### src/pkg/tgc_pkg.sv
package tgc_pkg;

  // ****************************************
  // Register map (byte addresses)
  // ****************************************
  localparam logic [11:0] ADDR_TIMER_CONTROL = 12'h000;
  localparam logic [11:0] ADDR_GATE_CONTROL  = 12'h004;
  localparam logic [11:0] ADDR_COUNT_LOW     = 12'h008;
  localparam logic [11:0] ADDR_COUNT_HIGH    = 12'h00C;
  localparam logic [11:0] ADDR_IRQ_STATUS    = 12'h010;
  localparam logic [11:0] ADDR_IRQ_MASK      = 12'h014;

  // ****************************************
  // Timer control fields
  // ****************************************
  localparam int CS_LSB     = 6;
  localparam int CKPS_LSB   = 4;
  localparam int OSCEN_BIT  = 3;
  localparam int SYNCN_BIT  = 2;
  localparam int RUN_BIT    = 0;
  localparam logic [7:0] TIMER_CONTROL_MASK = 8'hFD;

  // ****************************************
  // Gate control fields
  // ****************************************
  localparam int GE_BIT     = 7;
  localparam int GPOL_BIT   = 6;
  localparam int GTM_BIT    = 5;
  localparam int GSPM_BIT   = 4;
  localparam int GO_BIT     = 3;
  localparam int GVAL_BIT   = 2;
  localparam int GSS_LSB    = 0;
  localparam logic [7:0] GATE_CONTROL_MASK = 8'hF3;

  // ****************************************
  // Interrupt status bits
  // ****************************************
  localparam int IRQ_OVF_BIT  = 0;
  localparam int IRQ_GATE_BIT = 1;

  // ****************************************
  // Encodings and reset values
  // ****************************************
  localparam logic [1:0] CS_SYSCLK  = 2'h0;
  localparam logic [1:0] GSS_PIN    = 2'h0;
  localparam logic [1:0] GSS_TMR8   = 2'h1;
  localparam logic [7:0] RESET_BYTE = 8'h00;
  localparam logic [1:0] RESET_IRQ  = 2'h0;

endpackage : tgc_pkg

### src/hdl/tgc_timer.sv
// Added by the designer: the APB slave port and the placing of the registers.
`timescale 1ns/1ps

// How it works
// Prescaler divides clock by 1,2,4,8
// Oscillator enable bit drives oscillator output
// Run bit enables counting; clear holds count
// Gate enable matters only while running
// Toggle flop flips on rising gate edges
// Single-pulse bit hands gate to pulse logic
// Software arms go bit; hardware clears it
// Gate source selects pin or 8-bit overflow
// Go bit clears on falling gate value
// Falling gate value sets gate event flag
// Counter wraps FFFF to 0000, flags overflow
// External clock synchronized unless sync_n set; code passes the two pin flops in both modes
// Polarity picks active level; value readable
module tgc_timer
(
  // APB
  input  wire logic        pclk,
  input  wire logic        presetn,
  input  wire logic        psel,
  input  wire logic        penable,
  input  wire logic        pwrite,
  input  wire logic [11:0] paddr,
  input  wire logic [31:0] pwdata,
  input  wire logic [3:0]  pstrb,
  output logic [31:0]      prdata,
  output logic             pready,
  output logic             pslverr,
  // Pins and neighbours
  input  wire logic        ext_clock_pin,
  input  wire logic        gate_pin,
  input  wire logic        tmr8_overflow,
  output logic             low_power_osc_on,
  // Interrupt
  output logic             irq
);

  // ****************************************
  // Registers and state
  // ****************************************
  logic [7:0]  timer_control;
  logic [7:0]  timer_gate_control;
  logic [15:0] count;
  logic [1:0]  irq_status;
  logic [1:0]  irq_mask;
  logic        go_done;
  logic        toggle_q;
  logic        pulse_q;
  logic        gate_value_q;
  logic        ext_sync_q;
  logic        ext_raw_q;
  logic        gsrc_q;

  // ****************************************
  // Field decode
  // ****************************************
  wire [1:0] clock_source_select    = timer_control[tgc_pkg::CS_LSB +: 2];
  wire [1:0] input_prescale_select  = timer_control[tgc_pkg::CKPS_LSB +: 2];
  wire       low_power_osc_enable   = timer_control[tgc_pkg::OSCEN_BIT];
  wire       external_clock_sync_n  = timer_control[tgc_pkg::SYNCN_BIT];
  wire       timer_run              = timer_control[tgc_pkg::RUN_BIT];
  wire       gate_enable            = timer_gate_control[tgc_pkg::GE_BIT];
  wire       gate_polarity          = timer_gate_control[tgc_pkg::GPOL_BIT];
  wire       gate_toggle_mode       = timer_gate_control[tgc_pkg::GTM_BIT];
  wire       gate_single_pulse_mode = timer_gate_control[tgc_pkg::GSPM_BIT];
  wire [1:0] gate_source_select     = timer_gate_control[tgc_pkg::GSS_LSB +: 2];

  // ****************************************
  // APB decode
  // ****************************************
  wire wr_en  = psel && penable && pwrite;
  wire rd_en  = psel && penable && !pwrite;
  // One compare per register, shared by write, read and error decode
  function automatic logic reg_hit(input logic [11:0] addr, input logic [11:0] offset);
    reg_hit = (addr == offset);
  endfunction : reg_hit

  wire hit_tc  = reg_hit(paddr, tgc_pkg::ADDR_TIMER_CONTROL);
  wire hit_gc  = reg_hit(paddr, tgc_pkg::ADDR_GATE_CONTROL);
  wire hit_cl  = reg_hit(paddr, tgc_pkg::ADDR_COUNT_LOW);
  wire hit_ch  = reg_hit(paddr, tgc_pkg::ADDR_COUNT_HIGH);
  wire hit_is  = reg_hit(paddr, tgc_pkg::ADDR_IRQ_STATUS);
  wire hit_im  = reg_hit(paddr, tgc_pkg::ADDR_IRQ_MASK);
  wire hit_any = hit_tc || hit_gc || hit_cl || hit_ch || hit_is || hit_im;
  wire lane0   = pstrb[0];

  // Only byte lane 0 carries register bits; other lanes are ignored
  wire wr_tc = wr_en && hit_tc && lane0;
  wire wr_gc = wr_en && hit_gc && lane0;
  wire wr_im = wr_en && hit_im && lane0;

  // Zero wait states; unmapped offsets answer with an error and read zero
  assign pready  = 1'b1;
  assign pslverr = psel && penable && !hit_any;

  // ****************************************
  // Clock source and sync
  // ****************************************
  // Both pins are asynchronous: two flops each before any logic reads them
  wire [1:0] pin_raw = {gate_pin, ext_clock_pin};
  wire [1:0] pin_sync;

  for (genvar g = 0; g < 2; g++)
  begin : g_pin_sync
    logic meta_q;
    logic sync_q;
    always_ff @(posedge pclk or negedge presetn)
    begin
      if (!presetn)
      begin
        meta_q <= 1'b0;
        sync_q <= 1'b0;
      end
      else
      begin
        meta_q <= pin_raw[g];
        sync_q <= meta_q;
      end
    end
    assign pin_sync[g] = sync_q;
  end

  wire ext_sync  = pin_sync[0];
  wire gpin_sync = pin_sync[1];

  // Edge stages behind the synchronizer
  always_ff @(posedge pclk or negedge presetn)
  begin
    if (!presetn)
    begin
      ext_sync_q <= 1'b0;
      ext_raw_q  <= 1'b0;
    end
    else
    begin
      ext_sync_q <= ext_sync;
      ext_raw_q  <= ext_sync_q;
    end
  end

  // Single clock, so both modes pass the two pin flops. Synchronized mode
  // adds one alignment stage; unsynchronized mode counts a cycle earlier.
  wire ext_rise_sync  = ext_sync_q && !ext_raw_q;
  wire ext_rise_async = ext_sync && !ext_sync_q;
  // Internal sources tick on every pclk
  wire ext_tick       = external_clock_sync_n ? ext_rise_async : ext_rise_sync;
  wire src_tick       = (clock_source_select[1]) ? ext_tick : 1'b1;

  // ****************************************
  // Gate path
  // ****************************************
  // Polarity applied in one place for the live and the delayed source
  function automatic logic active_level(input logic polarity, input logic level);
    active_level = polarity ? level : !level;
  endfunction : active_level

  // Reserved source codes hold the gate source low
  wire gsrc = (gate_source_select == tgc_pkg::GSS_TMR8) ? tmr8_overflow
            : (gate_source_select == tgc_pkg::GSS_PIN)  ? gpin_sync : 1'b0;
  // Edges judged after polarity, so a rise always opens an active phase
  wire gpol      = active_level(gate_polarity, gsrc);
  wire gpol_q    = active_level(gate_polarity, gsrc_q);
  wire gate_rise = gpol && !gpol_q;
  wire after_tgl = gate_toggle_mode ? toggle_q : gpol;
  wire gate_cur  = gate_single_pulse_mode ? pulse_q : after_tgl;
  wire gval_fall = gate_value_q && !gate_cur;

  always_ff @(posedge pclk or negedge presetn)
  begin
    if (!presetn)
    begin
      gsrc_q       <= 1'b0;
      toggle_q     <= 1'b0;
      gate_value_q <= 1'b0;
    end
    else
    begin
      gsrc_q       <= gsrc;
      gate_value_q <= gate_cur;
      // Leaving toggle mode clears the flop, so a new enable starts closed
      if (!gate_toggle_mode)
        toggle_q <= 1'b0;
      else if (gate_rise)
        toggle_q <= !toggle_q;
    end
  end

  // Pulse opens on the first active edge after arming. In toggle mode it
  // closes on the next rising edge, otherwise when the active level ends.
  wire pulse_open  = gate_rise && !pulse_q;
  wire pulse_close = gate_toggle_mode ? gate_rise : !gpol;
  always_ff @(posedge pclk or negedge presetn)
  begin
    if (!presetn)
      pulse_q <= 1'b0;
    else if (!gate_single_pulse_mode || !go_done)
      pulse_q <= 1'b0;
    else if (pulse_open)
      pulse_q <= 1'b1;
    else if (pulse_q && pulse_close)
      pulse_q <= 1'b0;
  end

  // Set by software, hardware clear on falling gate value
  // Writing zero never clears the go bit; leaving single-pulse mode does
  wire go_write = wr_gc && pwdata[tgc_pkg::GO_BIT];
  always_ff @(posedge pclk or negedge presetn)
  begin
    if (!presetn)
      go_done <= 1'b0;
    else if (!gate_single_pulse_mode)
      go_done <= 1'b0;
    else if (go_write)
      go_done <= 1'b1;
    else if (gval_fall)
      go_done <= 1'b0;
  end

  // ****************************************
  // Counter
  // ****************************************
  wire gate_ok  = !gate_enable || gate_cur;
  wire count_en = timer_run && gate_ok;
  logic pre_tick;

  // Prescaler restarts from zero whenever the timer is stopped
  tgc_prescaler u_prescaler
  (
    .pclk     (pclk),
    .presetn  (presetn),
    .ratio    (input_prescale_select),
    .clear    (!timer_run),
    .tick_in  (src_tick && count_en),
    .tick_out (pre_tick)
  );

  wire wr_cl    = wr_en && hit_cl && lane0;
  wire wr_ch    = wr_en && hit_ch && lane0;
  // Overflow only on a real increment; a software byte write wins over it
  wire wrap     = pre_tick && !wr_cl && !wr_ch && (count == 16'hFFFF);
  wire [15:0] next_count = count + 16'h0001;

  always_ff @(posedge pclk or negedge presetn)
  begin
    if (!presetn)
      count <= 16'h0000;
    else if (wr_cl)
      count[7:0] <= pwdata[7:0];
    else if (wr_ch)
      count[15:8] <= pwdata[7:0];
    else if (pre_tick)
      count <= next_count;
  end

  // ****************************************
  // Control registers
  // ****************************************
  // Go and gate value bits are not stored here: they read from live state
  always_ff @(posedge pclk or negedge presetn)
  begin
    if (!presetn)
    begin
      timer_control      <= tgc_pkg::RESET_BYTE;
      timer_gate_control <= tgc_pkg::RESET_BYTE;
      irq_mask           <= tgc_pkg::RESET_IRQ;
    end
    else
    begin
      if (wr_tc)
        timer_control <= pwdata[7:0] & tgc_pkg::TIMER_CONTROL_MASK;
      if (wr_gc)
        timer_gate_control <= pwdata[7:0] & tgc_pkg::GATE_CONTROL_MASK;
      if (wr_im)
        irq_mask <= pwdata[1:0];
    end
  end

  // Plain level; oscillator start-up time is outside this block
  assign low_power_osc_on = low_power_osc_enable;

  // ****************************************
  // Interrupts
  // ****************************************
  // Set beats the clear-on-read in the same cycle. Only the bits that the
  // read captured in its setup cycle are cleared, so an event landing
  // between setup and access stays for the next read.
  wire [1:0] irq_set   = {gval_fall, wrap};
  wire       rd_is     = rd_en && hit_is;
  wire [1:0] irq_clear = rd_is ? prdata[1:0] : 2'h0;
  always_ff @(posedge pclk or negedge presetn)
  begin
    if (!presetn)
      irq_status <= tgc_pkg::RESET_IRQ;
    else
      irq_status <= (irq_status & ~irq_clear) | irq_set;
  end

  // Level output: high while any unmasked status bit is set
  assign irq = |(irq_status & irq_mask);

  // ****************************************
  // Read data
  // ****************************************
  wire [7:0] gc_read = {timer_gate_control[7:4], go_done, gate_value_q,
                        timer_gate_control[1:0]};
  wire [31:0] rd_mux =
      hit_tc ? {24'h000000, timer_control}
    : hit_gc ? {24'h000000, gc_read}
    : hit_cl ? {24'h000000, count[7:0]}
    : hit_ch ? {24'h000000, count[15:8]}
    : hit_is ? {30'h0, irq_status}
    : hit_im ? {30'h0, irq_mask}
    : 32'h00000000;

  always_ff @(posedge pclk or negedge presetn)
  begin
    if (!presetn)
      prdata <= 32'h00000000;
    else if (psel && !penable && !pwrite)
      prdata <= rd_mux;
  end

endmodule : tgc_timer

### src/hdl/tgc_prescaler.sv
`timescale 1ns/1ps

// Divides a one-cycle tick stream by 1, 2, 4 or 8
module tgc_prescaler
(
  // Clock and reset
  input  wire logic       pclk,
  input  wire logic       presetn,
  // Control
  input  wire logic [1:0] ratio,
  input  wire logic       clear,
  // Ticks
  input  wire logic       tick_in,
  output logic            tick_out
);

  logic [2:0] count;
  logic [2:0] limit;

  assign limit    = 3'((4'h1 << ratio) - 4'h1);
  assign tick_out = tick_in && (count == limit);

  always_ff @(posedge pclk or negedge presetn)
  begin
    if (!presetn)
      count <= 3'h0;
    else if (clear || tick_out)
      count <= 3'h0;
    else if (tick_in)
      count <= count + 3'h1;
  end

endmodule : tgc_prescaler

### config.mk
export PLATFORM = sky130hd
export DESIGN_NAME = tgc_timer
export DESIGN_NICKNAME = d
export VERILOG_FILES = /design/src/pkg/tgc_pkg.sv /design/src/hdl/tgc_timer.sv /design/src/hdl/tgc_prescaler.sv
export SDC_FILE = /design/constraint.sdc
export NUM_CORES = 1
export LEC_CHECK = 0
export ABC_AREA = 1
export BUFFER_PORTS_ARGS = -buffer_cell sky130_fd_sc_hd__buf_2
export CAP_MARGIN = 5
export CORE_MARGIN = 2
export CORE_UTILIZATION = 50
export CTS_CLUSTER_SIZE = 24
export DETAILED_ROUTE_END_ITERATION = 7
export MAX_ROUTING_LAYER = met4
export PLACE_DENSITY = 0.84
export SETUP_SLACK_MARGIN = 0.4
export SLEW_MARGIN = 10
export SYNTH_ARGS = -nofsm -noshare
export SYNTH_HDL_FRONTEND = slang
export SYNTH_SLANG_ARGS = --single-unit
### constraint.sdc
create_clock -name pclk -period 3.1 [get_ports pclk]
set_input_delay 0.62 -clock pclk [delete_from_list [all_inputs] [get_ports pclk]]
set_output_delay 0.62 -clock pclk [all_outputs]
set_load 0.01 [all_outputs]
Word-level counts from Yosys, hierarchy flattened. Index checks and enable logic that the tools add are counted.

Logic and storage cells: 134. Register bits: 79. Input port bits: 56.

Shifts and indexed selects: 1. Mux-type cells: 30. Reductions and logical operators: 65. Bitwise gates (word level): 5. Equality and inequality tests: 11. Add/subtract/negate cells: 3.

Operator list (count): $mux W8 (7); $logic_and A1 B1 Y1 (30); $eq A12 B4 Y1 const B (2); $eq A12 B5 Y1 const B (2); $logic_not A1 Y1 (18); $mux W1 (17); $add A16 B1 Y16 const B (1); $eq A16 B16 Y1 const B (1); $mux W16 (1); $eq A12 B3 Y1 const B (1); $logic_not A12 Y1 (1); $logic_or A1 B1 Y1 (8); $mux W2 (3); $mux W3 (2); $reduce_bool A2 Y1 (3); $and A2 B2 Y2 (2); $reduce_and A2 Y1 (2); $add A3 B1 Y3 const B (1); $eq A3 B3 Y1 (1); $ne A3 B1 Y1 const B (1); $reduce_bool A3 Y1 (1); $shl A1 B2 Y3 const A (1); $sub A3 B1 Y3 const B (1); $eq A2 B1 Y1 const B (1); other kinds (7) (7).

Logic depth before layout (Yosys ltp). Gate-level depths: netlist of run 1.

Depth after elaboration: 15. Gate-level depth with buffers: 12. Mapped depth without buffers: 12.

Hierarchy. A second synthesis of run 1 with hierarchy kept.

Cell total of the unflattened synthesis: 506. Area total of the unflattened synthesis: 3663.5 um^2.

By module, submodules not included: tgc_timer (cells an instance 471, area each 3438.3 um^2, instances 1); tgc_prescaler (cells an instance 35, area each 225.2 um^2, instances 1).

Worst setup path before layout of run 1. No wires, ideal clock.

Path type: input to output. Start: in paddr[9]. End: out pslverr. Cell stages on the path: 7. Slack: 824 ps. Required time: 2480 ps. Buffers on the path: 1. Arrival time: 1656 ps. Cells stage by stage: nor2_1 > nand2_2 > nor2_8 > nand2_1 > clkbuf_1 > nand4_1 > a211oi_1.

Longest elaborated chain between the ends: 8. Elaborated cells between the ends (all ways): 13.

RTL lines: start, declared (line tgc_timer.sv:26) `input wire logic [11:0] paddr,`; $eq A12 B3 Y1 or $logic_not A12 Y1 (tied branches) (line tgc_timer.sv:78) `reg_hit = (addr == offset);`; $logic_or A1 B1 Y1 (4 in a row) (line tgc_timer.sv:87) `wire hit_any = hit_tc || hit_gc || hit_cl || hit_ch || hit_is || hit_im;`; $logic_or A1 B1 Y1 (*) (line tgc_timer.sv:87); $logic_not A1 Y1 (*) (line tgc_timer.sv:97) `assign pslverr = psel && penable && !hit_any;`; $logic_and A1 B1 Y1 (*) (line tgc_timer.sv:97); end, declared (line tgc_timer.sv:31) `output logic pslverr,`.

Every way passes the cells marked *; elsewhere a longest branch is shown, timed or not.

Worst setup path in the final report of run 1.
Start: in paddr[8]. End: out pslverr.

Same word-level chain as after synthesis.

==> flow_summary.ini, run 1 <==
[cts]
htreeDepth = 2
cts-buffers-inserted = 5
post_cts_resized = 0
clock_path_buffers = 2
cts_setup_buffers = 0
tritoncts = yes
clk_pin_slew_ps = 90
cts.sinks = 55
clk_latency_ps = 310
clockRootBuffer = clkbuf_8
cts_hold_buffers = 0

[placement]
port_buffers = 39
gp_congestion = 0.943
dpl.cell_count = 594
place_hpwl_um = 6780

[floorplan]
rows = 30
core_um2 = 6790
initial_core_util = 0.518
die_y_um = 87.9
pin_count = 92
die_x_um = 87.9
die_area_um2 = 7720

[synth]
synthArstFlopShare = 1.00
syn_area_um2 = 3520
ys_types = 38
synth.avg_cell_area_um2 = 7.53
ys_seq_area_frac = 0.391
synth.yosys.warnings = 0
ys.flop_type = dfrtp_1
synth_edf_count = 0
ys_seq_elements = 55
synthCells = 467

[pwr]
pwr-share-clk = 0.344
switching_share = 0.246
p_seq_frac = 0.574
pwr-share-comb = 0.081
p_switching_uw = 312
power.leakage_uw = 0.00193
ir_drop_mv = 0.185
power_density_nw_per_um2 = 333
cell_internal_pwr_uw = 955

[routing]
via_count = 3166
routed_via_density = 5.26
drc = 0
drt-initial-drc-count = 252
wirelength_um = 8810
drtPass1Iterations = 6
detail-route-antenna-nets = 0
wl_per_cell_um = 14.6

[sta]
finalCritPeriodShare = 0.795
tightest_slew_ps = 797
max_slew_margin = 0.468
finClkSkew_ps = 9.85
tns_ps = 0
grt_setup_unrepaired = false
max_freq_mhz = 406
report.final.setup_viol = 0
drv_slew = 0
finalHoldViolations = 0
fin_crit_ps = 2460

[run]
maxCapViolations = 0

[global_routing]
grt_max_degree = 37
overflow = 0
antenna_found_initial = 0
grt_pass1_vias = 3022
grt_usage = 0.246
grt_pass1_wl_um = 14200

[min_path]
min_from = g_pin_sync[1].meta_q$_DFF_PN0_
hold_path.class = register to register

[worst_setup_path]
worst-path-stages = 8
path_class = input pin to primary output
rr_worst_depth = 10
worstSetupStartpointType = input pin
cp_data_arrival_time_ps = 1840
cp_max_fo = 11
r2r_end = count[8]$_DFFE_PN0P_
cp_top_family = simple AND/OR/NAND/NOR gates
r2r_start = count[0]$_DFFE_PN0P_
cp_slowest_cell = nand2_1
crit_top_cell = buf_2
cp_cell_sequence = buf_2 -> nor2_1 -> nand2_2 -> nor2_8 -> nand2_1 -> nand4_1 -> a211oi_1 -> buf_2
regToRegSetupSlack_ps = 1290
critPathMaxStageDelay_ps = 250
crit_start = paddr[8]
critPathBufInv = 2
cp_data_required_time_ps = 2480
crit_end = pslverr
critPathCaptureType = primary output

[layout]
fill_cells = 650
layout-drive-gt1-share = 0.166
final_cell_count_no_fill = 602
n_antenna_cell = 0
syn_to_final_growth_pct = 8.04
fin_nets = 563

[outcome]
outcome = completed
state kept, by name, indices dropped and copies added (netlist names):
name and cells:
toggle_q 1, prdata 8, go_done 1, gate_value_q 1
ext_sync 1, ext_sync_q 1, u_prescaler.count 3, pulse_q 1
timer_control 7, ext_raw_q 1, g_pin_sync.meta_q 2, timer_gate_control 6
count 16, g_pin_sync.sync_q 1, gsrc_q 1, irq_mask 2
irq_status 2
cell usage after synthesis, drive strengths merged (2+ instances only):
master / number / area share
nand2: 122 / 0.14
inv: 58 / 0.062
nand3: 56 / 0.092
dfrtp: 55 / 0.39
o21ai: 54 / 0.077
buf: 30 / 0.062
nor2: 26 / 0.041
a21oi: 13 / 0.018
nor3: 13 / 0.026
xor2: 11 / 0.027
nand4: 6 / 0.015
o211ai: 4 / 0.0085
xnor2: 3 / 0.0075
clkbuf: 2 / 0.0021
conb: 2 / 0.0021
ha: 2 / 0.0071
nand3b: 2 / 0.0043
or2: 2 / 0.0036
cell families (layout without fill, tap and decap cells):
logic type | Yosys count | in the layout | share of synthesized area
compound gates | 75 | 75 | 0.112
xor+xnor | 14 | 14 | 0.0349
fa+ha+maj | 2 | 2 | 0.00711
buf+inv | 91 | 107 | 0.127
flops | 55 | 55 | 0.391
other cells | 2 | 25 | 0.00213
simple gates | 228 | 228 | 0.325
worst min path at each step:
stage	to	depth (start not counted)
CTS	g_pin_sync[1].sync_q$_DFF_PN0_	0
detailed placement	ext_sync$_DFF_PN0_	0
global route	g_pin_sync[1].sync_q$_DFF_PN0_	0
finish	g_pin_sync[1].sync_q$_DFF_PN0_	0
floorplan	count[0]$_DFFE_PN0P_	0
global placement	g_pin_sync[1].sync_q$_DFF_PN0_	0
power by group through the flow:
stage / combinational [µW] / sequential (µW) / clock [µW]
floorplan: 73.9 / 743 / 0
global placement: 101 / 742 / 0
global route: 118 / 729 / 468
finish: 103 / 728 / 437
detailed placement: 103 / 742 / 0
CTS: 104 / 728 / 438
area by class of cell:
cell class / count / area [µm²] / share of cell area
clock buffer: 8 / 100 / 0.0263
inverter: 59 / 221 / 0.0583
multi-input combinational: 344 / 1780 / 0.468
sequential: 55 / 1380 / 0.362
tap: 96 / 120 / 0.0316
timing repair buffer: 40 / 203 / 0.0533
layer usage:
layer  up-vias  share of wire  wire, µm  track usage
met2       141           0.46      4030        0.388
met1      1456           0.44      3890        0.314
met4         0          0.035       306       0.0979
met5         -              0         0            -
li1       1542              -         -            -
met3        27          0.065       576       0.0452
per-stage QoR:
stage	total power [µW]	hold WS, ps	util	area, µm²	worst slack (ps)
after floorplan	816	324	-	3600	824
after global placement	842	332	0.545	3700	657
after detailed placement	845	339	0.545	3700	630
after CTS	1270	360	0.559	3800	630
after global routing	1310	374	0.559	3800	487
final	1270	358	0.559	3800	635
worst reg2reg max path: stages (launching register included):
cell and delay [ps]:
dfrtp_1 420, ha_1 200, nand2_1 120, nor3_2 350
nand2_1 120, o21ai_1 130, nand2_1 60, o21ai_1 110
inv_1 50, nand3_1 80, nand2_1 70
placed cells by master (no fill, tap or decap), types with 2 or more instances in the layout:
cell	count
nand2_1	113
dfrtp_1	55
nand3_1	50
inv_1	49
buf_2	39
o21ai_0	28
o21ai_1	26
conb_1	25
nor2_1	20
a21oi_1	13
xor2_1	11
nor3_1	9
inv_2	9
clkbuf_8	7
nand2_2	6
nand4_1	5
nand3_2	4
o211ai_1	4
nor3_2	3
nor2_2	3
nand2_4	3
xnor2_1	3
nand3b_1	2
nor2_8	2
nand3_4	2
or2_2	2
ha_1	2
Note: power is estimated with default switching activity, not from simulation.
==> run 2: changes to the inputs <==
clock period = 2.51 ns   (was 3.1 ns; I/O delays follow)
==> run 2 against run 1 <==
Combinational power rose by 29%. Utilization rose by 0.68 points. Clock power rose by 13%. First-iteration DRC count fell by 15%. Setup slack got worse by 120 ps. Non-clock buffer count rose by 4.
==> flow_summary.ini, run 2 (synthesis results as in run 1) <==
[layout]
layout-drive-gt1-share = 0.186
n_antenna_cell = 0
largest_reg_flops = 16
final_util = 0.566
regMostFlops = count
fin_nets = 567
largestRegisters = count: 16 flops, prdata: 8 flops, timer_control: 7 flops
syn_to_final_growth_pct = 9.35
fill_cells = 642
final_common_cell = nand2_1
most-common-layout-cells = 113 x nand2_1, 55 x dfrtp_1, 49 x inv_1, 49 x nand3_1, 39 x buf_2

[floorplan]
pin_count = 92
die_y_um = 87.9
core_um2 = 6790
die_area_um2 = 7720
rows = 30
initial_core_util = 0.518
die_x_um = 87.9

[cts]
cts-buffers-inserted = 5
clk_latency_ps = 320
cts.sinks = 55
clockRootBuffer = clkbuf_8
clk_pin_slew_ps = 110
htreeDepth = 2
cts_hold_buffers = 0
clock_path_buffers = 2
tritoncts = yes

[placement]
gp_congestion = 0.931
place_hpwl_um = 6650
port_buffers = 39

[global_routing]
grt_pass1_vias = 2991
grt_usage = 0.252
grt_pass1_wl_um = 14400
grt_max_degree = 32
antenna_found_initial = 0
overflow = 0

[sta]
finClkSkew_ps = 15.8
tightest_slew_ps = 704
finalHoldViolations = 0
max_slew_margin = 0.531
grt_setup_unrepaired = false
finalCritPeriodShare = 0.793
fin_crit_ps = 1990
tns_ps = 0
report.final.setup_viol = 0
max_freq_mhz = 502
drv_slew = 0

[routing]
drc = 0
drtPass1Iterations = 5
top_layer = met4
wirelength_met1_um = 3900
wirelength_um = 8620
drt-initial-drc-count = 213
detail-route-antenna-nets = 0
routed_via_density = 5.25
via_count = 3184
wl_per_cell_um = 14.2
wl_met3_um = 586
wl_met2_um = 3920

[worst_setup_path]
rr_worst_depth = 8
critPathCaptureType = primary output
critPathMaxStageDelay_ps = 170
r2r_start = timer_control[5]$_DFFE_PN0P_
cp_data_required_time_ps = 2010
crit_top_cell = buf_2
worstSetupStartpointType = input pin
cp_slowest_cell = nor2_8
cp_data_arrival_time_ps = 1490
cp_cell_sequence = buf_2 -> nor2_2 -> nand3_4 -> nor2_8 -> nand2_2 -> nand4_1 -> a211oi_2 -> buf_2
cp_max_fo = 5
path_class = input pin to primary output
regToRegSetupSlack_ps = 660
r2r_end = count[9]$_DFFE_PN0P_

[run]
maxCapViolations = 0

[min_path]
hold_path.class = input pin to async pin

[pwr]
ir_drop_mv = 0.242
power_density_nw_per_um2 = 397
power_uw = 1530
power.leakage_uw = 0.00196

[outcome]
outcome = completed
[run 2: per-layer routing]
layer / vias up / GRT usage
li1: 1555 / -
met1: 1473 / 0.341
met2: 138 / 0.384
met3: 18 / 0.0358
met4: 0 / 0.0965
met5: - / -
[run 2: final cells by class]
type	instances	area [µm²]	share of cell area
Clock inverter	3	20.0	0.00520
Multi-Input combinational cell	344	1810	0.470
Inverter	59	221	0.0576
Sequential cell	55	1380	0.358
Clock buffer	5	68.8	0.0179
Timing Repair Buffer	44	233	0.0605
Tap cell	96	120	0.0312
[run 2: how the worst max path moves through the flow]
stage	from	endpoint	slack, ps
after global placement	paddr[9]	pslverr	500
after floorplan	paddr[9]	pslverr	470
final	paddr[4]	pslverr	520
after global routing	paddr[9]	pslverr	420
after detailed placement	paddr[9]	pslverr	450
after CTS	paddr[9]	pslverr	450
[run 2: worst max-delay path, delay by kind of cell]
family	cells	cell delay (ps)
buffers and inverters	2	250
AOI/OAI and AO/OA	1	40
and+or+nand+nor	5	690
[run 2: power breakdown]
part | switching [µW] | internal, µW
logic | 97.3 | 35.7
registers | 4.27 | 895
clock network | 300 | 195
total | 402 | 1130
[run 2: per-stage QoR]
| step | area [µm²] | instances | hold slack (ps) | setup slack [ps] |
|---|---|---|---|---|
| CTS | 3810 | 605 | 241 | 451 |
| finish | 3850 | 606 | 224 | 519 |
| global placement | 3720 | 597 | 332 | 503 |
| floorplan | 3600 | 490 | 206 | 470 |
| detailed placement | 3720 | 597 | 341 | 455 |
| global route | 3850 | 606 | 278 | 418 |
[run 2: timing repair]
| item | 4_1_cts | 5_1_grt |
|---|---|---|
| setup endpoints to repair | 0 | 1 |
| gates resized for setup | 0 | 7 |
| setup buffers | 0 | 1 |
| hold endpoints to repair | 0 | 0 |
